[src/hdl/atc_pkg.sv]
package atc_pkg;
   // geometry
   localparam int NUM_CH = 26;
   localparam int NUM_CMP = 4;
   localparam int TRIG_WORDS = 13;
   // register byte offsets
   localparam logic [11:0] OFS_READY_LOW = 12'h000;
   localparam logic [11:0] OFS_READY_HIGH = 12'h004;
   localparam logic [11:0] OFS_TRIG_BASE = 12'h008;
   localparam logic [11:0] OFS_TRIG_END = 12'h03c;
   localparam logic [11:0] OFS_CMP_CTRL = 12'h040;
   localparam logic [11:0] OFS_CMP_MASK = 12'h050;
   localparam logic [11:0] OFS_CMP_LO = 12'h060;
   localparam logic [11:0] OFS_CMP_HI = 12'h070;
   localparam logic [11:0] OFS_IRQ_ALLOW = 12'h080;
   localparam logic [11:0] OFS_SW_TRIG = 12'h084;
   localparam logic [11:0] OFS_RESULT = 12'h100;
   localparam logic [11:0] OFS_RESULT_END = 12'h168;
   // ready status split
   localparam int READY_LOW_BITS = 16;
   localparam int READY_HIGH_BITS = 10;
   // trigger selector fields
   localparam int SEL_EVEN_LSB = 0;
   localparam int SEL_ODD_LSB = 8;
   localparam int SEL_W = 5;
   // comparator control fields
   localparam int CTRL_CHNL_LSB = 8;
   localparam int CTRL_ON_BIT = 7;
   localparam int CTRL_ALLOW_BIT = 6;
   localparam int CTRL_STAT_BIT = 5;
   localparam int CTRL_IN_WINDOW_BIT = 4;
   localparam int CTRL_ABOVE_HIGH_BIT = 3;
   localparam int CTRL_BELOW_HIGH_BIT = 2;
   localparam int CTRL_ABOVE_LOW_BIT = 1;
   localparam int CTRL_BELOW_LOW_BIT = 0;
   // software trigger register bits
   localparam int SW_COMMON_BIT = 0;
   localparam int SW_LEVEL_BIT = 1;
   // trigger source codes
   localparam logic [4:0] TRIG_NONE = 5'h00;
   localparam logic [4:0] TRIG_SW_COMMON = 5'h01;
   localparam logic [4:0] TRIG_SW_LEVEL = 5'h02;
   localparam logic [4:0] TRIG_RESERVED = 5'h03;
   localparam logic [4:0] TRIG_PWM_FIRST = 5'h04;
   localparam logic [4:0] TRIG_CAPTURE_FIRST = 5'h14;
   localparam logic [4:0] TRIG_MULTI_CAPTURE = 5'h1b;
   localparam logic [4:0] TRIG_LOGIC_FIRST = 5'h1c;
   localparam logic [4:0] TRIG_SEQUENCER = 5'h1e;
   localparam logic [4:0] TRIG_EXTERNAL = 5'h1f;
   // reset values
   localparam logic [15:0] RST_WORD = 16'h0000;
   // bus answers
   localparam logic [1:0] RESP_OKAY = 2'b00;
   localparam logic [1:0] RESP_SLVERR = 2'b10;
endpackage

[src/hdl/atc_adc_control.sv]
// Implementation choices: the address map and the AXI4-Lite interface to the registers.
`timescale 1ns/100ps
// Notes on behaviour
// one ready flag per channel 0..25
// upper ready word bits 15..10 read zero
// thirteen selector words, two five-bit fields each
// codes 0..3: none, common, level, reserved
// codes 4..19 pick generator triggers ascending
// codes 20..31 capture, logic, sequencer, pin
// four comparators with identical control words
// event records causing channel in bits 12..8
// bit 7 enables; off holds status clear
// bit 6 lets comparator raise common interrupt
// status set on event, cleared reading control word
// bit 4: low <= result < high
// bit 3: result >= high
// bit 2: result < high
// bit 1: result >= low
// bit 0: result < low
// only masked-in channels are compared
// per-channel enable gates channel and common interrupt
// enabled conditions are combined by OR
// reading result buffer clears its ready flag
module atc_adc_control
   import atc_pkg::*;
#(
   parameter int ADDR_W = 12,
   parameter int DATA_W = 16
) (
   // clock and reset
   input wire logic aclk,
   input wire logic aresetn,
   // axi4-lite write address and data
   input wire logic [ADDR_W-1:0] s_axi_awaddr,
   input wire logic s_axi_awvalid,
   output logic s_axi_awready,
   input wire logic [31:0] s_axi_wdata,
   input wire logic [3:0] s_axi_wstrb,
   input wire logic s_axi_wvalid,
   output logic s_axi_wready,
   // axi4-lite write response
   output logic [1:0] s_axi_bresp,
   output logic s_axi_bvalid,
   input wire logic s_axi_bready,
   // axi4-lite read
   input wire logic [ADDR_W-1:0] s_axi_araddr,
   input wire logic s_axi_arvalid,
   output logic s_axi_arready,
   output logic [31:0] s_axi_rdata,
   output logic [1:0] s_axi_rresp,
   output logic s_axi_rvalid,
   input wire logic s_axi_rready,
   // finished conversions from the converter cores
   input wire logic conv_valid,
   input wire logic [4:0] conv_channel,
   input wire logic [DATA_W-1:0] conv_data,
   // trigger sources
   input wire logic [15:0] pwm_trig,
   input wire logic [6:0] capture_trig,
   input wire logic multi_capture_trig,
   input wire logic [1:0] logic_cell_trig,
   input wire logic trigger_sequencer,
   input wire logic external_trigger_pin,
   // outputs to the converter and interrupt controller
   output logic [NUM_CH-1:0] chan_trigger,
   output logic [NUM_CH-1:0] chan_irq,
   output logic adc_common_irq
);

   function automatic logic atc_mapped(input logic [ADDR_W-1:0] a);
      logic [11:0] w;
      w = 12'(a);
      atc_mapped = (w[1:0] == 2'b00) && ((w < OFS_TRIG_END) ||
                   (w >= OFS_CMP_CTRL && w <= OFS_SW_TRIG) ||
                   (w >= OFS_RESULT && w < OFS_RESULT_END));
   endfunction

   function automatic logic [15:0] atc_merge(input logic [15:0] old, input logic [31:0] d, input logic [3:0] s);
      atc_merge = {s[1] ? d[15:8] : old[15:8], s[0] ? d[7:0] : old[7:0]};
   endfunction

   // register state
   logic [NUM_CH-1:0] chan_result_ready;
   logic [DATA_W-1:0] channel_result_buffer [NUM_CH];
   logic [SEL_W-1:0] chan_trigger_source [NUM_CH];
   logic [NUM_CH-1:0] common_irq_allow;
   logic [NUM_CMP-1:0] comparator_on;
   logic [NUM_CMP-1:0] cmp_irq_allow;
   logic [4:0] cmp_conditions [NUM_CMP];
   logic [NUM_CMP-1:0] cmp_stat;
   logic [4:0] event_channel_number [NUM_CMP];
   logic [NUM_CH-1:0] compare_channel_mask [NUM_CMP];
   logic [DATA_W-1:0] compare_low_threshold [NUM_CMP];
   logic [DATA_W-1:0] compare_high_threshold [NUM_CMP];
   logic sw_common_pulse;
   logic sw_level;
   logic ext_meta;
   logic ext_sync;

   // bus handshake state
   logic wr_go;
   logic rd_go;
   logic [11:0] waddr;
   logic [11:0] raddr;
   logic [31:0] next_rdata;
   logic [NUM_CMP-1:0] stat_read_clr;
   logic [NUM_CH-1:0] ready_read_clr;
   logic conv_ok;
   logic [31:0] trig_src;

   assign waddr = 12'(s_axi_awaddr);
   assign raddr = 12'(s_axi_araddr);
   // address and data are taken together, one write in flight
   assign wr_go = s_axi_awvalid && s_axi_wvalid && !s_axi_awready && !s_axi_bvalid;
   assign rd_go = s_axi_arvalid && !s_axi_arready && !s_axi_rvalid;
   assign conv_ok = conv_valid && (conv_channel < 5'(NUM_CH));

   always_ff @(posedge aclk) begin
      if (!aresetn) begin
         s_axi_awready <= 1'b0;
         s_axi_wready <= 1'b0;
         s_axi_bvalid <= 1'b0;
         s_axi_bresp <= RESP_OKAY;
      end else begin
         s_axi_awready <= wr_go;
         s_axi_wready <= wr_go;
         if (wr_go) begin
            s_axi_bvalid <= 1'b1;
            s_axi_bresp <= atc_mapped(s_axi_awaddr) ? RESP_OKAY : RESP_SLVERR;
         end else if (s_axi_bready) begin
            s_axi_bvalid <= 1'b0;
         end
      end
   end

   always_ff @(posedge aclk) begin
      if (!aresetn) begin
         s_axi_arready <= 1'b0;
         s_axi_rvalid <= 1'b0;
         s_axi_rdata <= 32'h0000_0000;
         s_axi_rresp <= RESP_OKAY;
      end else begin
         s_axi_arready <= rd_go;
         if (rd_go) begin
            s_axi_rvalid <= 1'b1;
            s_axi_rdata <= next_rdata;
            s_axi_rresp <= atc_mapped(s_axi_araddr) ? RESP_OKAY : RESP_SLVERR;
         end else if (s_axi_rready) begin
            s_axi_rvalid <= 1'b0;
         end
      end
   end

   // read mux; reserved bits and unmapped words read as zero
   always_comb begin
      int idx;
      next_rdata = 32'h0000_0000;
      stat_read_clr = '0;
      ready_read_clr = '0;
      idx = 0;
      if (atc_mapped(s_axi_araddr)) begin
         if (raddr == OFS_READY_LOW) begin
            next_rdata[READY_LOW_BITS-1:0] = chan_result_ready[READY_LOW_BITS-1:0];
         end else if (raddr == OFS_READY_HIGH) begin
            next_rdata[READY_HIGH_BITS-1:0] = chan_result_ready[NUM_CH-1:READY_LOW_BITS];
         end else if (raddr < OFS_TRIG_END) begin
            idx = int'(raddr - OFS_TRIG_BASE) >> 2;
            next_rdata[SEL_EVEN_LSB +: SEL_W] = chan_trigger_source[2*idx];
            next_rdata[SEL_ODD_LSB +: SEL_W] = chan_trigger_source[2*idx+1];
         end else if (raddr < OFS_CMP_MASK) begin
            idx = int'(raddr[3:2]);
            next_rdata[CTRL_CHNL_LSB +: 5] = event_channel_number[idx];
            next_rdata[CTRL_ON_BIT] = comparator_on[idx];
            next_rdata[CTRL_ALLOW_BIT] = cmp_irq_allow[idx];
            next_rdata[CTRL_STAT_BIT] = cmp_stat[idx];
            next_rdata[4:0] = cmp_conditions[idx];
            stat_read_clr[idx] = rd_go;
         end else if (raddr < OFS_CMP_LO) begin
            next_rdata[NUM_CH-1:0] = compare_channel_mask[raddr[3:2]];
         end else if (raddr < OFS_CMP_HI) begin
            next_rdata[DATA_W-1:0] = compare_low_threshold[raddr[3:2]];
         end else if (raddr < OFS_IRQ_ALLOW) begin
            next_rdata[DATA_W-1:0] = compare_high_threshold[raddr[3:2]];
         end else if (raddr == OFS_IRQ_ALLOW) begin
            next_rdata[NUM_CH-1:0] = common_irq_allow;
         end else if (raddr == OFS_SW_TRIG) begin
            next_rdata[SW_LEVEL_BIT] = sw_level;
         end else begin
            idx = int'(raddr - OFS_RESULT) >> 2;
            next_rdata[DATA_W-1:0] = channel_result_buffer[idx];
            ready_read_clr[idx] = rd_go;
         end
      end
   end

   // software-written configuration
   always_ff @(posedge aclk) begin
      if (!aresetn) begin
         for (int c = 0; c < NUM_CH; c++) begin
            chan_trigger_source[c] <= TRIG_NONE;
         end
         for (int x = 0; x < NUM_CMP; x++) begin
            cmp_conditions[x] <= 5'h00;
            compare_channel_mask[x] <= '0;
            compare_low_threshold[x] <= RST_WORD;
            compare_high_threshold[x] <= RST_WORD;
         end
         comparator_on <= '0;
         cmp_irq_allow <= '0;
         common_irq_allow <= '0;
         sw_level <= 1'b0;
         sw_common_pulse <= 1'b0;
      end else begin
         // the common software trigger is a single-cycle strobe
         sw_common_pulse <= 1'b0;
         if (wr_go && atc_mapped(s_axi_awaddr)) begin
            if (waddr >= OFS_TRIG_BASE && waddr < OFS_TRIG_END) begin
               for (int w = 0; w < TRIG_WORDS; w++) begin
                  if (waddr == OFS_TRIG_BASE + 12'(4*w)) begin
                     if (s_axi_wstrb[0]) chan_trigger_source[2*w] <= s_axi_wdata[SEL_EVEN_LSB +: SEL_W];
                     if (s_axi_wstrb[1]) chan_trigger_source[2*w+1] <= s_axi_wdata[SEL_ODD_LSB +: SEL_W];
                  end
               end
            end else if (waddr >= OFS_CMP_CTRL && waddr < OFS_CMP_MASK) begin
               // channel number and status are hardware-owned; only the low byte is writable
               if (s_axi_wstrb[0]) begin
                  comparator_on[waddr[3:2]] <= s_axi_wdata[CTRL_ON_BIT];
                  cmp_irq_allow[waddr[3:2]] <= s_axi_wdata[CTRL_ALLOW_BIT];
                  cmp_conditions[waddr[3:2]] <= s_axi_wdata[4:0];
               end
            end else if (waddr >= OFS_CMP_MASK && waddr < OFS_CMP_LO) begin
               for (int b = 0; b < NUM_CH; b++) begin
                  if (s_axi_wstrb[b/8]) compare_channel_mask[waddr[3:2]][b] <= s_axi_wdata[b];
               end
            end else if (waddr >= OFS_CMP_LO && waddr < OFS_CMP_HI) begin
               compare_low_threshold[waddr[3:2]] <=
                  atc_merge(compare_low_threshold[waddr[3:2]], s_axi_wdata, s_axi_wstrb);
            end else if (waddr >= OFS_CMP_HI && waddr < OFS_IRQ_ALLOW) begin
               compare_high_threshold[waddr[3:2]] <=
                  atc_merge(compare_high_threshold[waddr[3:2]], s_axi_wdata, s_axi_wstrb);
            end else if (waddr == OFS_IRQ_ALLOW) begin
               for (int b = 0; b < NUM_CH; b++) begin
                  if (s_axi_wstrb[b/8]) common_irq_allow[b] <= s_axi_wdata[b];
               end
            end else if (waddr == OFS_SW_TRIG && s_axi_wstrb[0]) begin
               sw_common_pulse <= s_axi_wdata[SW_COMMON_BIT];
               sw_level <= s_axi_wdata[SW_LEVEL_BIT];
            end
         end
      end
   end

   // result buffers and ready flags; a new result beats a same-cycle read
   always_ff @(posedge aclk) begin
      if (!aresetn) begin
         chan_result_ready <= '0;
         for (int c = 0; c < NUM_CH; c++) begin
            channel_result_buffer[c] <= RST_WORD;
         end
      end else begin
         for (int c = 0; c < NUM_CH; c++) begin
            if (conv_ok && conv_channel == 5'(c)) begin
               channel_result_buffer[c] <= conv_data;
               chan_result_ready[c] <= 1'b1;
            end else if (ready_read_clr[c]) begin
               chan_result_ready[c] <= 1'b0;
            end
         end
      end
   end

   // external pin is asynchronous to aclk
   always_ff @(posedge aclk) begin
      if (!aresetn) begin
         ext_meta <= 1'b0;
         ext_sync <= 1'b0;
      end else begin
         ext_meta <= external_trigger_pin;
         ext_sync <= ext_meta;
      end
   end

   // source vector laid out by selector code, so the select is a plain index
   always_comb begin
      trig_src = 32'h0000_0000;
      trig_src[TRIG_SW_COMMON] = sw_common_pulse;
      trig_src[TRIG_SW_LEVEL] = sw_level;
      trig_src[TRIG_PWM_FIRST +: 16] = pwm_trig;
      trig_src[TRIG_CAPTURE_FIRST +: 7] = capture_trig;
      trig_src[TRIG_MULTI_CAPTURE] = multi_capture_trig;
      trig_src[TRIG_LOGIC_FIRST +: 2] = logic_cell_trig;
      trig_src[TRIG_SEQUENCER] = trigger_sequencer;
      trig_src[TRIG_EXTERNAL] = ext_sync;
   end

   always_ff @(posedge aclk) begin
      if (!aresetn) begin
         chan_trigger <= '0;
      end else begin
         for (int c = 0; c < NUM_CH; c++) begin
            // codes none and reserved index bits that are held at zero
            chan_trigger[c] <= trig_src[chan_trigger_source[c]];
         end
      end
   end

   // comparators
   genvar gx;
   generate
      for (gx = 0; gx < NUM_CMP; gx++) begin : g_cmp
         logic [DATA_W-1:0] lo;
         logic [DATA_W-1:0] hi;
         logic [4:0] cond;
         logic hit;
         assign lo = compare_low_threshold[gx];
         assign hi = compare_high_threshold[gx];
         assign cond = cmp_conditions[gx];
         assign hit = comparator_on[gx] && conv_ok && compare_channel_mask[gx][conv_channel] &&
            ((cond[CTRL_IN_WINDOW_BIT] && conv_data >= lo && conv_data < hi) ||
             (cond[CTRL_ABOVE_HIGH_BIT] && conv_data >= hi) ||
             (cond[CTRL_BELOW_HIGH_BIT] && conv_data < hi) ||
             (cond[CTRL_ABOVE_LOW_BIT] && conv_data >= lo) ||
             (cond[CTRL_BELOW_LOW_BIT] && conv_data < lo));


         always_ff @(posedge aclk) begin
            if (!aresetn) begin
               cmp_stat[gx] <= 1'b0;
               event_channel_number[gx] <= 5'h00;
            end else begin
               if (!comparator_on[gx]) begin
                  cmp_stat[gx] <= 1'b0;
               end else if (hit) begin
                  cmp_stat[gx] <= 1'b1;
               end else if (stat_read_clr[gx]) begin
                  cmp_stat[gx] <= 1'b0;
               end
               if (hit) begin
                  event_channel_number[gx] <= conv_channel;
               end
            end
         end
      end
   endgenerate

   // interrupt outputs are levels that follow the flags
   always_ff @(posedge aclk) begin
      if (!aresetn) begin
         chan_irq <= '0;
         adc_common_irq <= 1'b0;
      end else begin
         chan_irq <= chan_result_ready & common_irq_allow;
         adc_common_irq <= (|(chan_result_ready & common_irq_allow)) || (|(cmp_stat & cmp_irq_allow));
      end
   end

endmodule // atc_adc_control

[config.mk]
export PLATFORM = sky130hd
export DESIGN_NAME = atc_adc_control
export DESIGN_NICKNAME = d
export VERILOG_FILES = /design/src/hdl/atc_pkg.sv /design/src/hdl/atc_adc_control.sv
export SDC_FILE = /design/constraint.sdc
export NUM_CORES = 2
export LEC_CHECK = 0
export BUFFER_PORTS_ARGS = -buffer_cell sky130_fd_sc_hd__buf_4
export CAP_MARGIN = 20
export CORE_UTILIZATION = 50
export CTS_BUF_LIST = sky130_fd_sc_hd__clkbuf_4
export CTS_CLUSTER_SIZE = 28
export DETAILED_ROUTE_END_ITERATION = 10
export PLACE_DENSITY = 0.67
export SYNTH_ARGS = -nofsm -noshare
export SYNTH_HDL_FRONTEND = slang
export SYNTH_SLANG_ARGS = --single-unit
[constraint.sdc]
create_clock -name aclk -period 4.7 [get_ports aclk]
set_clock_uncertainty 0.1 [all_clocks]
set_input_delay 0.235 -clock aclk [delete_from_list [all_inputs] [get_ports aclk]]
set_output_delay 0.235 -clock aclk [all_outputs]
set_load 0.01 [all_outputs]
---- Word level (Yosys, flattened, before mapping) ----
Memories as Yosys holds them, arrays and structs flattened.
Cells that the tools add are included.
storage, ports and cells
  output and inout port bits .............. 94
  input bits .............................. 117
  word-level logic and storage cells ...... 936
  bits in writable memories ............... 818
  register bits after elaboration ......... 155
  memories ................................ 7
memories
  memory                  depth  bits a word  rd ports  clocked after memory_dff  write ports  RTL line               text
  channel_result_buffer   26     16           1         0                         26           atc_adc_control.sv:84  logic [DATA_W-1:0] channel_result_buffer [NUM_CH];
  chan_trigger_source     26     5            28        0                         26           atc_adc_control.sv:85  logic [SEL_W-1:0] chan_trigger_source [NUM_CH];
  compare_channel_mask    4      26           5         0                         4            atc_adc_control.sv:92  logic [NUM_CH-1:0] compare_channel_mask [NUM_CMP];
  compare_high_threshold  4      16           5         0                         4            atc_adc_control.sv:94  logic [DATA_W-1:0] compare_high_threshold [NUM_CMP];
  compare_low_threshold   4      16           5         0                         4            atc_adc_control.sv:93  logic [DATA_W-1:0] compare_low_threshold [NUM_CMP];
  cmp_conditions          4      5            5         0                         4            atc_adc_control.sv:89  logic [4:0] cmp_conditions [NUM_CMP];
  1 more memories         --     --           --        --                        --           --
cells by class
  reductions and logical operators ........ 166
  order comparisons ....................... 72
  add/sub/neg operators ................... 3
  muxes and demuxes ....................... 522
  bitwise gates (word level) .............. 69
  eq/ne operators ......................... 47
operators with widths
  cell                 number
  $mux 16              33
  $mux 26              18
  $mux 1               372
  $mux 5               33
  $lt 5x6->1 const B   27
  $bmux 1 s5           30
  $ge 16x16->1         8
  $lt 16x16->1         8
  $eq 12x6->1 const B  7
  $logic_and 1x1->1    84
  $lt 12x7->1 const B  6
  $reduce_bool 2->1    32
  $ge 12x7->1 const B  5
  $or 1x1->1           56
  $and 26x26->26       2
  $reduce_or 26->1     2
  $eq 5x5->1 const B   10
  $mux 10              5
  $eq 12x5->1 const B  4
  $eq 12x8->1 const B  4
  $eq 5x4->1 const B   8
  $reduce_and 8->1     5
  $mux 13              3
  $mux 8               4
  other kinds (41)     113

---- Longest topological paths before layout ----
  word-level depth ........................ 18
  gate-level depth with buffers ........... 12
  depth with buffers taken out ............ 9

---- Worst setup path before layout ----
No wires, ideal clock.
  kind .................................... in2reg
  start ................................... input port s_axi_awaddr[4]
  end ..................................... memory compare_high_threshold[3][10], enable pin
  cell stages on the path ................. 8
  setup time .............................. 0.384 ns
  required time ........................... 4.216 ns
  setup slack ............................. 1.430 ns
  arrival ................................. 2.786 ns
  path through ............................ or4b_4 > o31a_1 > o21a_1 > o41ai_4 > nand3_2 > buf_2 > clkbuf_1 > o21ai_0
RTL lines
  item                RTL line               text
  start: declaration  atc_adc_control.sv:34  input wire logic [ADDR_W-1:0] s_axi_awaddr,
  end: declaration    atc_adc_control.sv:94

---- Final worst setup path ----
  start ................................... input port s_axi_awaddr[3]
  end ..................................... register common_irq_allow[22]
on the way
  longest elaborated chain between the ends .. 7
RTL lines
  item                                               RTL line                                       text
  $ge 12x7->1 / $le 12x8->1 (equally long branches)  atc_adc_control.sv:74, atc_adc_control.sv:224
  $logic_and 1x1->1                                  atc_adc_control.sv:74                          (w >= OFS_CMP_CTRL && w <= OFS_SW_TRIG) ||
  $logic_or 1x1->1                                   atc_adc_control.sv:73                          atc_mapped = (w[1:0] == 2'b00) && ((w < OFS_TRIG_END) ||
  $logic_or 1x1->1                                   atc_adc_control.sv:74
  $logic_and 1x1->1                                  atc_adc_control.sv:73
  $logic_and 1x1->1                                  atc_adc_control.sv:216                         if (wr_go && atc_mapped(s_axi_awaddr)) begin
  $reduce_and 8->1 (no source line) *                --
  end signal: indexed assignment                     atc_adc_control.sv:243                         if (s_axi_wstrb[b/8]) common_irq_allow[b] <= s_axi_wdata[b];
  end: declaration                                   atc_adc_control.sv:86                          logic [NUM_CH-1:0] common_irq_allow;
Mark *: on every way between the ends. The rest lies on a longest branch, timed or not.
A chain may end at the register's enable or synchronous reset.

==> summary.md <==
| Metric | Value |
|---|---|
| Status | finished clean |
| Fin crit period | between 4 and 5 ns |
| Fill count | 8410 |
| Met3 usage | a little under an eighth |
| CP startpoint | s_axi_awaddr[3] |
| Starting DRT DRC Count | roughly 5900 |
| Unrepaired setup endpoints after global routing | false |
| Clock buffer depth | 4 |
| Initial antenna violation count | 11 |
| Crit Path Class | input port to register |
| Nets@finish | 4813 |
| R2R Setup Slk | roughly 0.8 ns |
| Routed WL | 183 mm |
| Clock latency on the worst-skew pair | approximately 1.2 ns |
| Grt met1 use | 45.0% |
| Register Area | 27600 µm² |
| Vias in the first global route | 39000 |
| Number of I/O pins | about 210 |
| Setup Buffers After CTS | 0 |
| Placer Congestion | slightly below 1 |
| Commonest cells in the netlist | edfxtp_1 (818), nor2_1 (541), mux4_2 (458) |
| Total global routing overflow | 0 |
| Worst-margin pin slew | around 1.3 ns |
| Crit Path Max Fanout | 16 |
| Post-route DRC | 0 |
| Power Dens Cells | 335 nW/µm² |
| Final hold violations | 0 |
| HP Class | input port to register |
| Synth async-reset ratio | 0% |
| Vias per cell | between 6 and 7 |
| GRT Overall Usage | 34.3% |
| Max-slew violation count | 0 |
| Cell leakage power | 22.2 nW |
| CP required | between 5 and 6 ns |
| Largest area contributor in the netlist | edfxtp_1 |
| Worst reg2reg path startpoint | s_axi_bvalid |
| Layout cells sized above 1 | 25.7% |
| Register area share after synthesis | 52.6% |
| Main synth FF type | edfxtp_1 |
| Worst Hold Launch | s_axi_wdata[10] |
| Multi-input logic area | approximately 23000 µm² |
| CTS tree | done |
| Number of buffers created by CTS | 278 |
| Largest net degree at the start of global routing | 77 |
| Top Usage Layer GRT | met2 |
| GR Layer Usage met2 | 50.8% |
| Period utilization | 97.7% |
| Die Ht | approximately 330 µm |
| Most frequent cell after synthesis | edfxtp_1 |
| Register clock-pin slew on the reported worst setup and hold paths | roughly 0.070 ns |
| Drt pass-1 iters | 10 |
| Cells after synthesis | 4135 |
| DP HPWL | 121 mm |
| Root buffer cell | clkbuf_4 |
| Maximum VDD drop | between 0.2 and 0.25 mV |
| Critical Path AT | 5.62 ns |
| FP Rows | about 120 |
| H-tree levels | 5 |
| First-pass GRT wire length | 264 mm |
| Die X | 326 µm |
| Synthesized flop and latch total | 971 |
| Post-route ant nets | 0 |
| Number of distinct library cells after synthesis | 79 |
| Mapped cell area | between 50000 and 60000 µm² |
| Sink Count | 971 |
| Final Setup Violations | 0 |
| Initial Utilization | 50.6% |
| Synth warn | 0 |
| Setup TNS | 0 ns |
| Post-synth top area share | around 47% |
| Slew HR | 15.4% |
| Die area | 106000 µm² |
| Core Util, Final | between 50% and 60% |
| Synth Area per Inst | 12.7 µm² |
| Total design power | 20.3 mW |
| Core Footprint | 104000 µm² |
| Crit start category | input port |
| Area Growth Syn to Fin | 15.2% |
| Synth area leaders | edfxtp_1 (47%), mux4_2 (20%), dfxtp_1 (5.8%) |
| CP endpoint kind | register |
| Via count | between 40000 and 50000 |
| Maxcap violations | 0 |
| Post-synth EDFFs | 818 |
| Peak Freq | roughly 0.22 GHz |
| Port Buffers | 196 |
| DR WL/cell | 29.9 µm |
[critical path: stages]
cell and delay, ns:
dlygate4sd3_1 0.54, buf_4 0.19, or2_2 0.47, dlygate4sd3_1 0.92
nor3_1 0.32, nand2_1 0.25, nor2_2 0.52, and3_1 0.69
nand3_1 0.16, dlygate4sd3_1 0.60, o21ai_0 0.10, dlygate4sd3_1 0.60
[registers in the layout (all words and copies together) (netlist names), 64 cells and up]
signal and flops:
chan_trigger_source 130, channel_result_buffer 416, compare_channel_mask 104, compare_high_threshold 64
compare_low_threshold 64
[layer usage]
layer  vias to the layer above  share of wire, %
met2                      3317                44
met1                     19800                36
li1                      16700                 -
met4                        14               5.5
met5                         -              0.11
met3                       622                15
[cells in the final DEF (no fill, tap or decap), types with 89 or more instances in the layout]
cell,instances
and2_1,206
nand3_1,89
o21ai_0,138
inv_1,181
nor2_1,540
a21oi_1,93
nand2_1,334
mux4_2,458
edfxtp_1,818
clkbuf_4,385
buf_4,300
dlygate4sd3_1,178
ha_1,130
dfxtp_1,153
[cell families after synthesis]
| group | synth area share [%] |
|---|---|
| muxes | 20.8 |
| AOI/OAI and AO/OA | 6.41 |
| xor gates and xnor gates | 0.0333 |
| and+or+nand+nor | 13.0 |
| DFF | 52.6 |
| buffers and inverters | 4.02 |
| other | 0.00714 |
| adders and majority gates | 3.10 |
[worst paths after layout]
check	cells after the start	to
worst max-delay path	12	common_irq_allow[22]
worst min-delay path	4	compare_low_threshold[3][10]
worst max register to register	10	common_irq_allow[22]
worst min register to register	1	ext_sync
[timing repair]
action,4_1_cts,5_1_grt
resized for setup,0,1
setup endpoints to repair,0,1
hold endpoints to repair,1132,52
hold buffers,176,2
[cell type report]
type / count / share of cell area [%]
clock buffer: 384 / 4.76
inverter: 185 / 1.15
antenna: 5 / 0.0207
sequential: 971 / 45.7
tap: 1380 / 2.85
multi-input combinational: 2635 / 37.8
clock inverter: 66 / 0.649
timing repair buffer: 495 / 7.12
[metrics by stage]
step | instances | hold WS [ns] | area, µm² | setup slack (ns)
final | 6121 | 0.0760 | 60500 | 0.107
after floorplan | 4142 | 0.262 | 52600 | 1.43
after detailed placement | 5480 | 0.331 | 55300 | 0.925
after global routing | 6121 | 0.0439 | 60500 | 0.216
after global placement | 5478 | 0.332 | 55300 | 0.998
after CTS | 6106 | 0.00523 | 60400 | 0.431
[power by group]
| part | leakage [nW] | internal [mW] | switching (mW) |
|---|---|---|---|
| clock network | 1.96 | 4.02 | 3.60 |
| logic | 11.0 | 1.12 | 1.50 |
| registers | 9.28 | 9.75 | 0.276 |
| total | 22.2 | 14.9 | 5.38 |
Note: power is estimated with default switching activity, not from simulation.
